--- src/verilog/beu_pkg.sv ---
// Shared constants for the branch execution unit
package beu_pkg;

  // Data path widths
  localparam int unsigned DATA_W  = 32;
  localparam int unsigned REG_W   = 5;
  localparam int unsigned IMM_W   = 16;
  localparam int unsigned COND_W  = 3;
  localparam int unsigned LAT_W   = 2;

  // Primary opcode, instruction bits [31:26]
  localparam logic [5:0] OPC_COND_REG   = 6'h27;
  localparam logic [5:0] OPC_COND_IMM   = 6'h2f;
  localparam logic [5:0] OPC_JUMP_REG   = 6'h26;
  localparam logic [5:0] OPC_JUMP_IMM   = 6'h2e;

  // Field positions as instruction vector indices (field bit 0 is the MSB)
  localparam int unsigned POS_OPC_LSB    = 26;
  localparam int unsigned POS_COND_DELAY = 25;
  localparam int unsigned POS_COND_SPARE = 24;
  localparam int unsigned POS_COND_LSB   = 21;
  localparam int unsigned POS_CMP_LSB    = 16;
  localparam int unsigned POS_OFS_LSB    = 11;
  localparam int unsigned POS_DEST_LSB   = 21;
  localparam int unsigned POS_JMP_DELAY  = 20;
  localparam int unsigned POS_JMP_ABS    = 19;
  localparam int unsigned POS_JMP_LINK   = 18;
  localparam int unsigned POS_IMM_LSB    = 0;

  // Condition codes
  localparam logic [COND_W-1:0] COND_NE = 3'h1;
  localparam logic [COND_W-1:0] COND_LT = 3'h2;
  localparam logic [COND_W-1:0] COND_LE = 3'h3;

  // Sequential step and latencies in cycles
  localparam logic [DATA_W-1:0] PC_STEP   = 32'h0000_0004;
  localparam logic [LAT_W-1:0]  LAT_SKIP  = 2'h1;
  localparam logic [LAT_W-1:0]  LAT_DELAY = 2'h2;
  localparam logic [LAT_W-1:0]  LAT_FLUSH = 2'h3;

  // Values after reset
  localparam logic [DATA_W-1:0] RST_DATA = 32'h0000_0000;
  localparam logic [REG_W-1:0]  RST_SEL  = 5'h00;
  localparam logic [LAT_W-1:0]  RST_CNT  = 2'h0;

endpackage : beu_pkg

--- src/verilog/beu_branch_unit.sv ---
// Branch execution unit: decode, condition test, target, link and timing
`timescale 1ns/1ps
`default_nettype none
// Behaviour
// - Register-offset conditional: taken adds offset register to pc, else pc plus 4.
// - Immediate conditional: taken adds sign-extended 16-bit constant to pc.
// - Less-than forms branch only when compared register is below zero.
// - Not-equal forms branch only when compared register is nonzero.
// - Delayed immediate less-or-equal branches when compared register is at most zero.
// - Taken with delay flag: the next sequential instruction still completes.
// - Taken without delay flag: next sequential instruction is killed.
// - Conditional: 1 cycle not taken, 2 taken delayed, 3 taken undelayed.
// - Unconditional: 2 cycles delayed, 3 cycles undelayed.
// - Conditional fields: delay bit 6, compared register bit 11, offset bit 16.
// - Linking unconditional branch writes current pc into destination register.
// - Register form: absolute loads offset register, relative adds it to pc.
// - Immediate form: absolute uses constant, relative adds constant to pc.
// - Unconditional immediate constant is sign-extended to 32 bits.
// - Jump fields: destination bits 6-10, flags from 11, offset register at 16.
// - Link, absolute and delay flags are taken from their encoding bits.
// - Register-form link without delay is offered only when absolute, as the break encoding.
// - Immediate-form link without delay is not offered.
// - Break stores pc, jumps absolute to offset register, sets break flag.
// - Delayed not-equal immediate uses delay flag and constant in bits 16-31.
module beu_branch_unit (
  // Clock and reset
  input  wire logic        i_clock,
  input  wire logic        i_rst_n,
  // Instruction issue
  input  wire logic        i_instr_valid,
  input  wire logic [31:0] i_instr,
  input  wire logic [31:0] i_pc,
  output logic             o_ready,
  // Register file read
  output logic [4:0]       o_compare_source_reg,
  output logic [4:0]       o_offset_source_reg,
  input  wire logic [31:0] i_compare_data,
  input  wire logic [31:0] i_offset_data,
  // Program counter redirect
  output logic             o_pc_load,
  output logic [31:0]      o_pc_target,
  output logic             o_taken,
  output logic             o_flush_next,
  output logic             o_delay_slot,
  output logic             o_illegal,
  output logic             o_done,
  // Link write
  output logic             o_link_we,
  output logic [4:0]       o_link_sel,
  output logic [31:0]      o_link_data,
  // Machine state word break flag
  input  wire logic        i_break_clear,
  output logic             o_break_in_progress_flag
);

  typedef enum logic [1:0] {
    BEU_IDLE = 2'b01,
    BEU_HOLD = 2'b10
  } beu_state_t;

  beu_state_t state;
  beu_state_t next_state;

  // Decoder outputs
  wire logic        dec_cond;
  wire logic        dec_jump;
  wire logic        dec_imm;
  wire logic        dec_break;
  wire logic        dec_illegal;
  wire logic        dec_delay;
  wire logic        dec_abs;
  wire logic        dec_link;
  wire logic [2:0]  dec_code;
  wire logic [4:0]  dec_cmp_sel;
  wire logic [4:0]  dec_ofs_sel;
  wire logic [4:0]  dec_dest_sel;
  wire logic [31:0] dec_imm_sext;

  beu_decode u_decode (
    .i_instr    (i_instr),
    .o_is_cond  (dec_cond),
    .o_is_jump  (dec_jump),
    .o_is_imm   (dec_imm),
    .o_is_break (dec_break),
    .o_illegal  (dec_illegal),
    .o_delay    (dec_delay),
    .o_absolute (dec_abs),
    .o_link     (dec_link),
    .o_cond     (dec_code),
    .o_cmp_sel  (dec_cmp_sel),
    .o_ofs_sel  (dec_ofs_sel),
    .o_dest_sel (dec_dest_sel),
    .o_imm_sext (dec_imm_sext)
  );

  // Signed compare against zero, shared by every conditional form
  function automatic logic cond_holds(input logic [2:0] code, input logic [31:0] value);
    logic neg;
    logic zero;
    neg  = $signed(value) < 0;
    zero = (value == beu_pkg::RST_DATA);
    if (code == beu_pkg::COND_LT) begin
      cond_holds = neg;
    end else if (code == beu_pkg::COND_NE) begin
      cond_holds = !zero;
    end else if (code == beu_pkg::COND_LE) begin
      cond_holds = neg || zero;
    end else begin
      cond_holds = 1'b0;
    end
  endfunction : cond_holds

  // Issue and branch resolution
  wire logic        accept;
  wire logic        take;
  wire logic [31:0] offset;
  wire logic [31:0] target;
  wire logic [1:0]  latency;

  assign o_compare_source_reg = dec_cmp_sel;
  assign o_offset_source_reg  = dec_ofs_sel;

  assign o_ready = (state == BEU_IDLE);
  assign accept  = i_instr_valid && o_ready;

  // Unconditional forms and break always redirect
  assign take = dec_jump || (dec_cond && cond_holds(dec_code, i_compare_data));

  assign offset = dec_imm ? dec_imm_sext : i_offset_data;

  // Absolute loads the operand, relative adds it, not taken steps by one word
  assign target = !take  ? i_pc + beu_pkg::PC_STEP
                : dec_abs ? offset
                : i_pc + offset;

  // Break has its delay bit clear so it costs the full three cycles
  assign latency = !take    ? beu_pkg::LAT_SKIP
                 : dec_delay ? beu_pkg::LAT_DELAY
                 : beu_pkg::LAT_FLUSH;

  // Busy counter keeps o_ready low for the remaining cycles
  logic [1:0] busy_cnt;
  logic [1:0] next_busy_cnt;

  assign next_busy_cnt = accept ? 2'(latency - 2'h1)
                       : (busy_cnt != beu_pkg::RST_CNT) ? 2'(busy_cnt - 2'h1)
                       : busy_cnt;

  always_comb begin
    next_state = state;
    case (state)
      BEU_IDLE: begin
        if (accept && (latency != beu_pkg::LAT_SKIP)) begin
          next_state = BEU_HOLD;
        end
      end
      BEU_HOLD: begin
        if (busy_cnt == 2'h1) begin
          next_state = BEU_IDLE;
        end
      end
      default: begin
        next_state = BEU_IDLE;
      end
    endcase
  end

  always_ff @(posedge i_clock or negedge i_rst_n) begin
    if (!i_rst_n) begin
      state    <= BEU_IDLE;
      busy_cnt <= beu_pkg::RST_CNT;
    end else begin
      state    <= next_state;
      busy_cnt <= next_busy_cnt;
    end
  end

  // Done marks the last cycle of the instruction's latency
  wire logic next_done;
  assign next_done = (accept && (latency == beu_pkg::LAT_SKIP))
                     || ((state == BEU_HOLD) && (busy_cnt == 2'h1));

  // Redirect outputs are registered one cycle after issue
  always_ff @(posedge i_clock or negedge i_rst_n) begin
    if (!i_rst_n) begin
      o_pc_load    <= 1'b0;
      o_pc_target  <= beu_pkg::RST_DATA;
      o_taken      <= 1'b0;
      o_flush_next <= 1'b0;
      o_delay_slot <= 1'b0;
      o_illegal    <= 1'b0;
      o_done       <= 1'b0;
    end else begin
      o_pc_load    <= accept;
      o_taken      <= accept && take;
      o_flush_next <= accept && take && !dec_delay;
      o_delay_slot <= accept && take && dec_delay;
      o_illegal    <= accept && dec_illegal;
      o_done       <= next_done;
      if (accept) begin
        o_pc_target <= target;
      end
    end
  end

  // Link write carries the pc of the branch itself
  always_ff @(posedge i_clock or negedge i_rst_n) begin
    if (!i_rst_n) begin
      o_link_we   <= 1'b0;
      o_link_sel  <= beu_pkg::RST_SEL;
      o_link_data <= beu_pkg::RST_DATA;
    end else begin
      o_link_we <= accept && dec_jump && dec_link;
      if (accept && dec_jump && dec_link) begin
        o_link_sel  <= dec_dest_sel;
        o_link_data <= i_pc;
      end
    end
  end

  // Break flag: a break issued with a clear in the same cycle stays set
  always_ff @(posedge i_clock or negedge i_rst_n) begin
    if (!i_rst_n) begin
      o_break_in_progress_flag <= 1'b0;
    end else if (accept && dec_break) begin
      o_break_in_progress_flag <= 1'b1;
    end else if (i_break_clear) begin
      o_break_in_progress_flag <= 1'b0;
    end
  end
endmodule : beu_branch_unit
`default_nettype wire

--- src/verilog/beu_decode.sv ---
// Instruction field decoder for the branch execution unit
`timescale 1ns/1ps
`default_nettype none
module beu_decode (
  // Instruction word
  input  wire logic [31:0] i_instr,
  // Decoded class
  output logic             o_is_cond,
  output logic             o_is_jump,
  output logic             o_is_imm,
  output logic             o_is_break,
  output logic             o_illegal,
  // Decoded flags
  output logic             o_delay,
  output logic             o_absolute,
  output logic             o_link,
  output logic [2:0]       o_cond,
  // Register selects and immediate
  output logic [4:0]       o_cmp_sel,
  output logic [4:0]       o_ofs_sel,
  output logic [4:0]       o_dest_sel,
  output logic [31:0]      o_imm_sext
);

  wire logic [5:0]  opc;
  wire logic        cond_op;
  wire logic        jump_op;
  wire logic        cond_ok;
  wire logic        link_nodelay;
  wire logic [15:0] imm;

  assign opc     = i_instr[beu_pkg::POS_OPC_LSB +: 6];
  assign cond_op = (opc == beu_pkg::OPC_COND_REG) || (opc == beu_pkg::OPC_COND_IMM);
  assign jump_op = (opc == beu_pkg::OPC_JUMP_REG) || (opc == beu_pkg::OPC_JUMP_IMM);
  assign o_is_imm = (opc == beu_pkg::OPC_COND_IMM) || (opc == beu_pkg::OPC_JUMP_IMM);

  assign o_cond   = i_instr[beu_pkg::POS_COND_LSB +: 3];
  // Only the not-equal and less-than forms, plus the immediate less-or-equal
  assign cond_ok  = !i_instr[beu_pkg::POS_COND_SPARE]
                    && ((o_cond == beu_pkg::COND_NE) || (o_cond == beu_pkg::COND_LT)
                        || ((o_cond == beu_pkg::COND_LE) && o_is_imm));

  // Flag positions differ between the two families
  assign o_delay    = cond_op ? i_instr[beu_pkg::POS_COND_DELAY]
                              : i_instr[beu_pkg::POS_JMP_DELAY];
  assign o_absolute = jump_op && i_instr[beu_pkg::POS_JMP_ABS];
  assign o_link     = jump_op && i_instr[beu_pkg::POS_JMP_LINK];

  // Register form with link and absolute but no delay is the break encoding
  assign o_is_break = (opc == beu_pkg::OPC_JUMP_REG) && o_link && o_absolute
                      && !o_delay;
  assign link_nodelay = jump_op && o_link && !o_delay && !o_is_break;

  assign o_is_cond = cond_op && cond_ok;
  assign o_is_jump = jump_op && !link_nodelay;
  assign o_illegal = (cond_op && !cond_ok) || link_nodelay;

  assign o_cmp_sel  = i_instr[beu_pkg::POS_CMP_LSB +: 5];
  assign o_ofs_sel  = i_instr[beu_pkg::POS_OFS_LSB +: 5];
  assign o_dest_sel = i_instr[beu_pkg::POS_DEST_LSB +: 5];

  assign imm        = i_instr[beu_pkg::POS_IMM_LSB +: 16];
  assign o_imm_sext = {{16{imm[15]}}, imm};

endmodule : beu_decode
`default_nettype wire

--- config.mk ---
export PLATFORM = sky130hd
export DESIGN_NAME = beu_branch_unit
export DESIGN_NICKNAME = d
export VERILOG_FILES = /design/src/verilog/beu_pkg.sv /design/src/verilog/beu_branch_unit.sv /design/src/verilog/beu_decode.sv
export SDC_FILE = /design/constraint.sdc
export NUM_CORES = 1
export LEC_CHECK = 0
export BUFFER_PORTS_ARGS = -buffer_cell sky130_fd_sc_hd__buf_2
export CAP_MARGIN = 15
export CORE_MARGIN = 2
export CORE_UTILIZATION = 55
export CTS_CLUSTER_DIAMETER = 40
export CTS_CLUSTER_SIZE = 8
export DETAILED_ROUTE_END_ITERATION = 10
export PLACE_DENSITY = 0.85
export SLEW_MARGIN = 20
export SYNTH_ARGS = -nofsm -noshare
export SYNTH_HDL_FRONTEND = slang
export SYNTH_HIERARCHICAL = 1
export SYNTH_SLANG_ARGS = --single-unit
--- constraint.sdc ---
create_clock -name i_clock -period 5.1 [get_ports i_clock]
set_clock_uncertainty 0.05 [all_clocks]
set_input_delay 1.02 -clock i_clock [delete_from_list [all_inputs] [get_ports i_clock]]
set_output_delay 1.02 -clock i_clock [all_outputs]
set_load 0.02 [all_outputs]
==> flow_summary_export.csv, run 1 <==
group,metric,value,unit
sta,finalCritPeriodShare,87.6,%
clocking,h-tree-depth,3,
power,total_power,2.06,mW
clocking,clk_latency,0.34,ns
synthesis,synth_top_cells_by_count,"80 x dfrtp_1, 70 x mux2_2, 68 x nand2_1",
sta,rsz0062_at_grt,"false",
floorplanning,core,11900,um^2
route,wl,19500,um
synthesis,ys_warn_count,6,
synthesis,yosysSeqAreaShare,30.4,%
route,vias,6254,
sta,hold_viol,0,
placed_design,portBuffers,215,
outcome,status,"complete, no violations",
clocking,clkSinkCount,81,
global_route,grt_pass1_vias,5998,
finish,fillers,1015,
power,combPwrFrac,28.1,%
power,p_int,1.41,mW
power,clkPwrFrac,37.6,%
floorplanning,die_h,114,um
sta,fin_crit,4.47,ns
critical_path,start_kind,"input port",
floorplanning,initial_core_util,56.1,%
placed_design,gp_congestion,0.926,
synthesis,ys.flop_type,"dfrtp_1",
clocking,cts_setup_buffers,0,
sta,tightestPinTransition,0.954,ns
power,p_switching,646,uW
floorplanning,rows,40,
sta,finalSetupViolations,0,
clocking,cts_tree,"yes",
floorplanning,fp.dieW,114,um
placed_design,hpwlAfterDp,14500,um
synthesis,synth_most_common_cell,"dfrtp_1",
power,p_seq_share,34.3,%
clocking,numCtsBuffers,9,
synthesis,syn_inst,746,
min_path,worstHoldPathType,"reg2reg",
global_route,grt_pass1_wl,31000,um
power,p_leak,3.88,nW
clocking,cts.path.max_buffers,2,
floorplanning,dieArea,13000,um^2
synthesis,syn_avg_cell_area,8.96,um^2
finish,area_growth,17.8,%
global_route,gr-total-overflow,0,
synthesis,yosys.cell_types.count,69,
clocking,root_buffer,"clkbuf_16",
critical_path,worstSetupEndpointType,"flop",
synthesis,async_reset_ff_share,100,%
floorplanning,ios,220,
clocking,cts_hold_buffers,0,
clocking,post_cts_resized,0,
flow_run,maxCapViolCount,0,
route,drtIter0Drc,564,
synthesis,synthTopCellsByArea,"dfrtp_1 30%, mux2_2 12%, ha_1 6.4%",
synthesis,ys_ff_latch,81,
critical_path,path_buf_inv,4,
sta,slew_headroom,36.4,%
global_route,grt_max_degree,82,
route,wl_per_cell,18.6,um
critical_path,cpPeakStageDelay,0.40,ns
global_route,antenna_found_initial,0,
critical_path,path_delay_family,"simple AND/OR/NAND/NOR gates",
route,firstDrtPassIters,5,
finish,layout-drive-gt1-share,37.1,%
synthesis,syn-cell-area,6680,um^2
synthesis,syn_nets,913,
global_route,grt_usage,30.4,%
finish,diodes,0,
critical_path,crit_chain,"buf_2 -> and4b_2 -> and2_2 -> buf_12 -> buf_4 -> mux2_2 -> ha_1 -> nand2_1 -> nor2_1 -> nand2_1 -> a211oi_1 -> nor3_1 -> buf_4 -> a22oi_2 -> mux2i_1 -> a2111o_1 -> nand3_1",
synthesis,yosysTopAreaCell,"dfrtp_1",
power,power.density,262,nW/um^2
critical_path,cp_max_fo,13,
clocking,clkTransAtPathRegs,0.07,ns
sta,final.setup.tns,0,ns
power,peakVddDrop,0.000184,V
critical_path,crit_required,5.33,ns
sta,timing.fmax,224,MHz
synthesis,synth_edf_count,0,
route,ant_nets,0,
sta,drv_slew,0,
critical_path,arrival,4.70,ns
power,p_sw_share,31.3,%
route,drc,0,
synthesis,synth_top_area_share,30.0,%
route,viasPerCell,5.96,
critical_path,critical_path_class,"in2reg",
finish,fin_nets,1065,
critical_path,slowest_stage,"and2_2",
==> final cells by class <==
type | instances | area (um^2) | area share, %
Multi-Input combinational cell | 559 | 4050 | 51.5
Sequential cell | 81 | 2030 | 25.8
Timing Repair Buffer | 226 | 1180 | 15.0
Clock buffer | 10 | 239 | 3.03
Tap cell | 147 | 184 | 2.34
Clock inverter | 6 | 115 | 1.46
Inverter | 21 | 78.8 | 1.00
==> power by group through the flow <==
stage | Clock (mW) | Sequential (mW) | Combinational (mW)
floorplan | 0 | 0.752 | 0.361
global placement | 0 | 0.715 | 0.560
detailed placement | 0 | 0.717 | 0.566
CTS | 0.780 | 0.705 | 0.572
global route | 0.816 | 0.710 | 0.636
finish | 0.775 | 0.706 | 0.579
==> final timing paths <==
kind,startpoint,to,slack [ns],depth (start not counted)
setup / recovery,i_instr[30],o_pc_target[31],0.63,17
hold / removal,o_pc_target[1],o_pc_target[1],0.43,2
setup reg to reg,state[0],o_link_data[15],2.41,6
hold reg to reg,o_pc_target[1],o_pc_target[1],0.43,2
max in group asynchronous,i_rst_n,o_link_sel[4],3.77,1
min in group asynchronous,i_rst_n,o_link_data[30],0.62,1
==> layer usage <==
layer | wire [um] | global-route usage (%) | vias to the layer above
met5 | 0 | 0 | -
met4 | 308 | 9.02 | 0
met3 | 1420 | 5.29 | 25
met2 | 9500 | 52.1 | 283
met1 | 8320 | 39.5 | 2997
li1 | - | - | 2949
==> sequential cells by signal, summed over array words and instances (netlist names) <==
register,cells
o_link_data,32
o_illegal,1
o_break_in_progress_flag,1
o_link_sel,5
o_taken,1
busy_cnt,2
o_delay_slot,1
o_flush_next,1
o_done,1
o_link_we,1
o_pc_load,1
state,2
o_pc_target,32
==> layout by cell type (no fill, tap or decap), drive strengths merged, types with 21 or more instances in the layout <==
master  count
o21ai      57
xnor2      29
mux2       71
xor2       27
nand2      70
dfrtp      80
a21oi      40
buf       226
ha         34
nor2       37
inv        21
==> tightest hold or removal path, delay by kind of cell, from the launching register on <==
| kind | cells | cell delay (ns) |
|---|---|---|
| AND/OR/NAND/NOR | 2 | 0.10 |
| flip-flops | 1 | 0.35 |
==> kinds of logic after synthesis <==
logic type / share of synthesized area (%)
buffers and inverters: 9.04
muxes: 13.2
AOI/OAI and AO/OA: 17.3
adders and majority gates: 6.67
and+or+nand+nor: 16.1
xor gates and xnor gates: 7.34
DFF: 30.4
==> per-stage QoR <==
step / hold WS (ns) / instances / worst slack, ns / instance area [um^2] / utilization [%]
6_report: 0.430 / 1050 / 0.631 / 7880 / 66.1
2_1_floorplan: 0.470 / 746 / 0.540 / 6680 / -
4_1_cts: 0.431 / 1050 / 0.642 / 7870 / 66.1
5_1_grt: 0.449 / 1050 / 0.371 / 7880 / 66.1
3_5_place_dp: 0.415 / 1034 / 0.298 / 7520 / 63.1
3_3_place_gp: 0.407 / 1034 / 0.327 / 7520 / 63.1
No activity file was read; power rests on OpenSTA's default activity.
==> run 2, diff against run 1 <==
--- a/config.mk
+++ b/config.mk
@@ -5,9 +5,9 @@
 export SDC_FILE = /design/constraint.sdc
 export NUM_CORES = 1
 export LEC_CHECK = 0
-export BUFFER_PORTS_ARGS = -buffer_cell sky130_fd_sc_hd__buf_2
+export BUFFER_PORTS_ARGS = -buffer_cell sky130_fd_sc_hd__buf_4
 export CAP_MARGIN = 15
-export CORE_MARGIN = 2
+export CORE_MARGIN = 1.5
 export CORE_UTILIZATION = 55
 export CTS_CLUSTER_DIAMETER = 40
 export CTS_CLUSTER_SIZE = 8
==> flow_summary_export.csv, run 2 (synthesis results as in run 1) <==
group,metric,value,unit
outcome,status,"complete, no violations",
floorplanning,initial_core_util,56.1,%
sta,hold_viol,0,
sta,tightestPinTransition,0.951,ns
clocking,numCtsBuffers,9,
clocking,clkSinkCount,81,
global_route,gr-total-overflow,0,
power,peakVddDrop,0.000214,V
critical_path,arrival,4.81,ns
sta,timing.fmax,219,MHz
clocking,cts_hold_buffers,0,
power,p_int,1.36,mW
sta,finalCritPeriodShare,89.7,%
finish,diodes,0,
route,wl,19800,um
finish,fillers,987,
finish,fin_nets,1060,
global_route,antenna_found_initial,0,
route,wl_per_cell,18.9,um
power,power.density,241,nW/um^2
power,p_leak,3.98,nW
critical_path,slowest_stage,"nor3_1",
global_route,grt_pass1_wl,31100,um
critical_path,cpPeakStageDelay,0.44,ns
placed_design,dp_cells,1029,
placed_design,portBuffers,215,
power,p_switching,646,uW
flow_run,maxCapViolCount,0,
route,firstDrtPassIters,5,
sta,finalSetupViolations,0,
finish,layout_commonest_cell,"buf_4",
floorplanning,die_h,113,um
floorplanning,core,11900,um^2
clocking,cts_setup_buffers,0,
floorplanning,dieArea,12800,um^2
finish,reg_top3,"o_link_data x32, o_pc_target x32, o_link_sel x5",
global_route,grt_usage,31.1,%
clocking,cts.path.max_buffers,2,
finish,layout-drive-gt1-share,36.7,%
power,clkPwrFrac,33.6,%
critical_path,start_kind,"input port",
clocking,post_cts_resized,0,
placed_design,gp_congestion,0.914,
power,combPwrFrac,31.1,%
route,drc,0,
critical_path,crit_chain,"buf_4 -> and4b_2 -> and2_2 -> buf_12 -> mux2_2 -> ha_1 -> a21oi_1 -> o21ai_1 -> o21ai_0 -> o32ai_1 -> nor3_1 -> a22oi_2 -> mux2i_1 -> a2111o_1 -> nand3_1",
route,viasPerCell,6.05,
critical_path,crit_required,5.34,ns
route,ant_nets,0,
clocking,h-tree-depth,3,
global_route,grt_pass1_vias,6035,
critical_path,cp_max_fo,16,
placed_design,hpwlAfterDp,14700,um
clocking,clk_latency,0.35,ns
finish,layoutNonFillerInstCount,1045,
sta,slew_headroom,36.5,%
sta,final.setup.tns,0,ns
sta,fin_crit,4.57,ns
critical_path,worstSetupEndpointType,"flop",
floorplanning,fp.dieW,113,um
floorplanning,rows,40,
power,p_seq_share,35.2,%
route,vias,6325,
sta,rsz0062_at_grt,"false",
sta,drv_slew,0,
global_route,grt_max_degree,82,
route,drtIter0Drc,522,
finish,area_growth,24.6,%
clocking,clkTransAtPathRegs,0.07,ns
min_path,worstHoldPathType,"reg2reg",
power,p_sw_share,32.2,%
critical_path,critical_path_class,"in2reg",
clocking,root_buffer,"clkbuf_16",
floorplanning,ios,220,
finish,final_cell_mix,"219 x buf_4, 80 x dfrtp_1, 70 x mux2_2",
clocking,cts_tree,"yes",
==> run 2: cell count changes in the layout (fill, tap and decap cells not counted) <==
| cell | delta |
|---|---|
| clkinv_2 | +2 |
| clkinvlp_4 | -1 |
| inv_6 | +1 |
| bufinv_16 | -2 |
| buf_4 | +209 |
| buf_2 | -214 |
==> run 2: per-stage QoR <==
stage / setup slack (ns) / instance area [um^2] / utilization [%] / hold slack (ns) / total power, mW
finish: 0.527 / 8320 / 69.9 / 0.438 / 2.01
global route: 0.273 / 8320 / 69.9 / 0.458 / 2.11
CTS: 0.570 / 8320 / 69.9 / 0.440 / 2.01
detailed placement: 0.218 / 8020 / 67.3 / 0.425 / 1.33
global placement: 0.310 / 8020 / 67.3 / 0.413 / 1.32
floorplan: 0.540 / 6680 / - / 0.470 / 1.11
==> run 2: final timing paths <==
path                                      from              end  slack (ns)  depth (start not counted)
worst max-delay path               i_instr[30]  o_pc_target[31]        0.53                         15
worst min-delay path            o_pc_target[4]   o_pc_target[4]        0.44                          2
worst max register to register        state[0]  o_link_data[24]        1.97                          5
worst min register to register  o_pc_target[4]   o_pc_target[4]        0.44                          2
max in group asynchronous              i_rst_n   o_pc_target[7]        3.84                          1
min in group asynchronous              i_rst_n        o_link_we        0.67                          1
==> run 2: critical path: cells and delay by family <==
kind            cells  cell delay (ns)
compound gates      6             1.28
simple gates        4             1.26
mux                 2             0.52
fa+ha+maj           1             0.39
buf+inv             2             0.32
==> run 2: cell type report <==
cell class	instances	area, um^2	area share (%)
Clock buffer	10	239	2.87
Clock inverter	6	66.3	0.797
Inverter	21	78.8	0.947
Multi-Input combinational cell	559	4050	48.7
Sequential cell	81	2030	24.4
Tap cell	147	184	2.21
Timing Repair Buffer	221	1680	20.1
==> run 2: routing by layer <==
layer	GRT usage (%)	part of all wire, %	up-vias
met5	0	0	-
met4	8.67	1.6	0
met3	7.45	8.9	31
met2	52.4	48	318
met1	40.0	42	3029
li1	-	-	2947
==> run 2: power by group through the flow <==
stage	sequential [mW]	combinational (mW)	clock, mW
floorplan	0.752	0.361	0
global placement	0.717	0.606	0
detailed placement	0.718	0.614	0
CTS	0.707	0.620	0.682
global route	0.711	0.681	0.714
finish	0.707	0.625	0.675
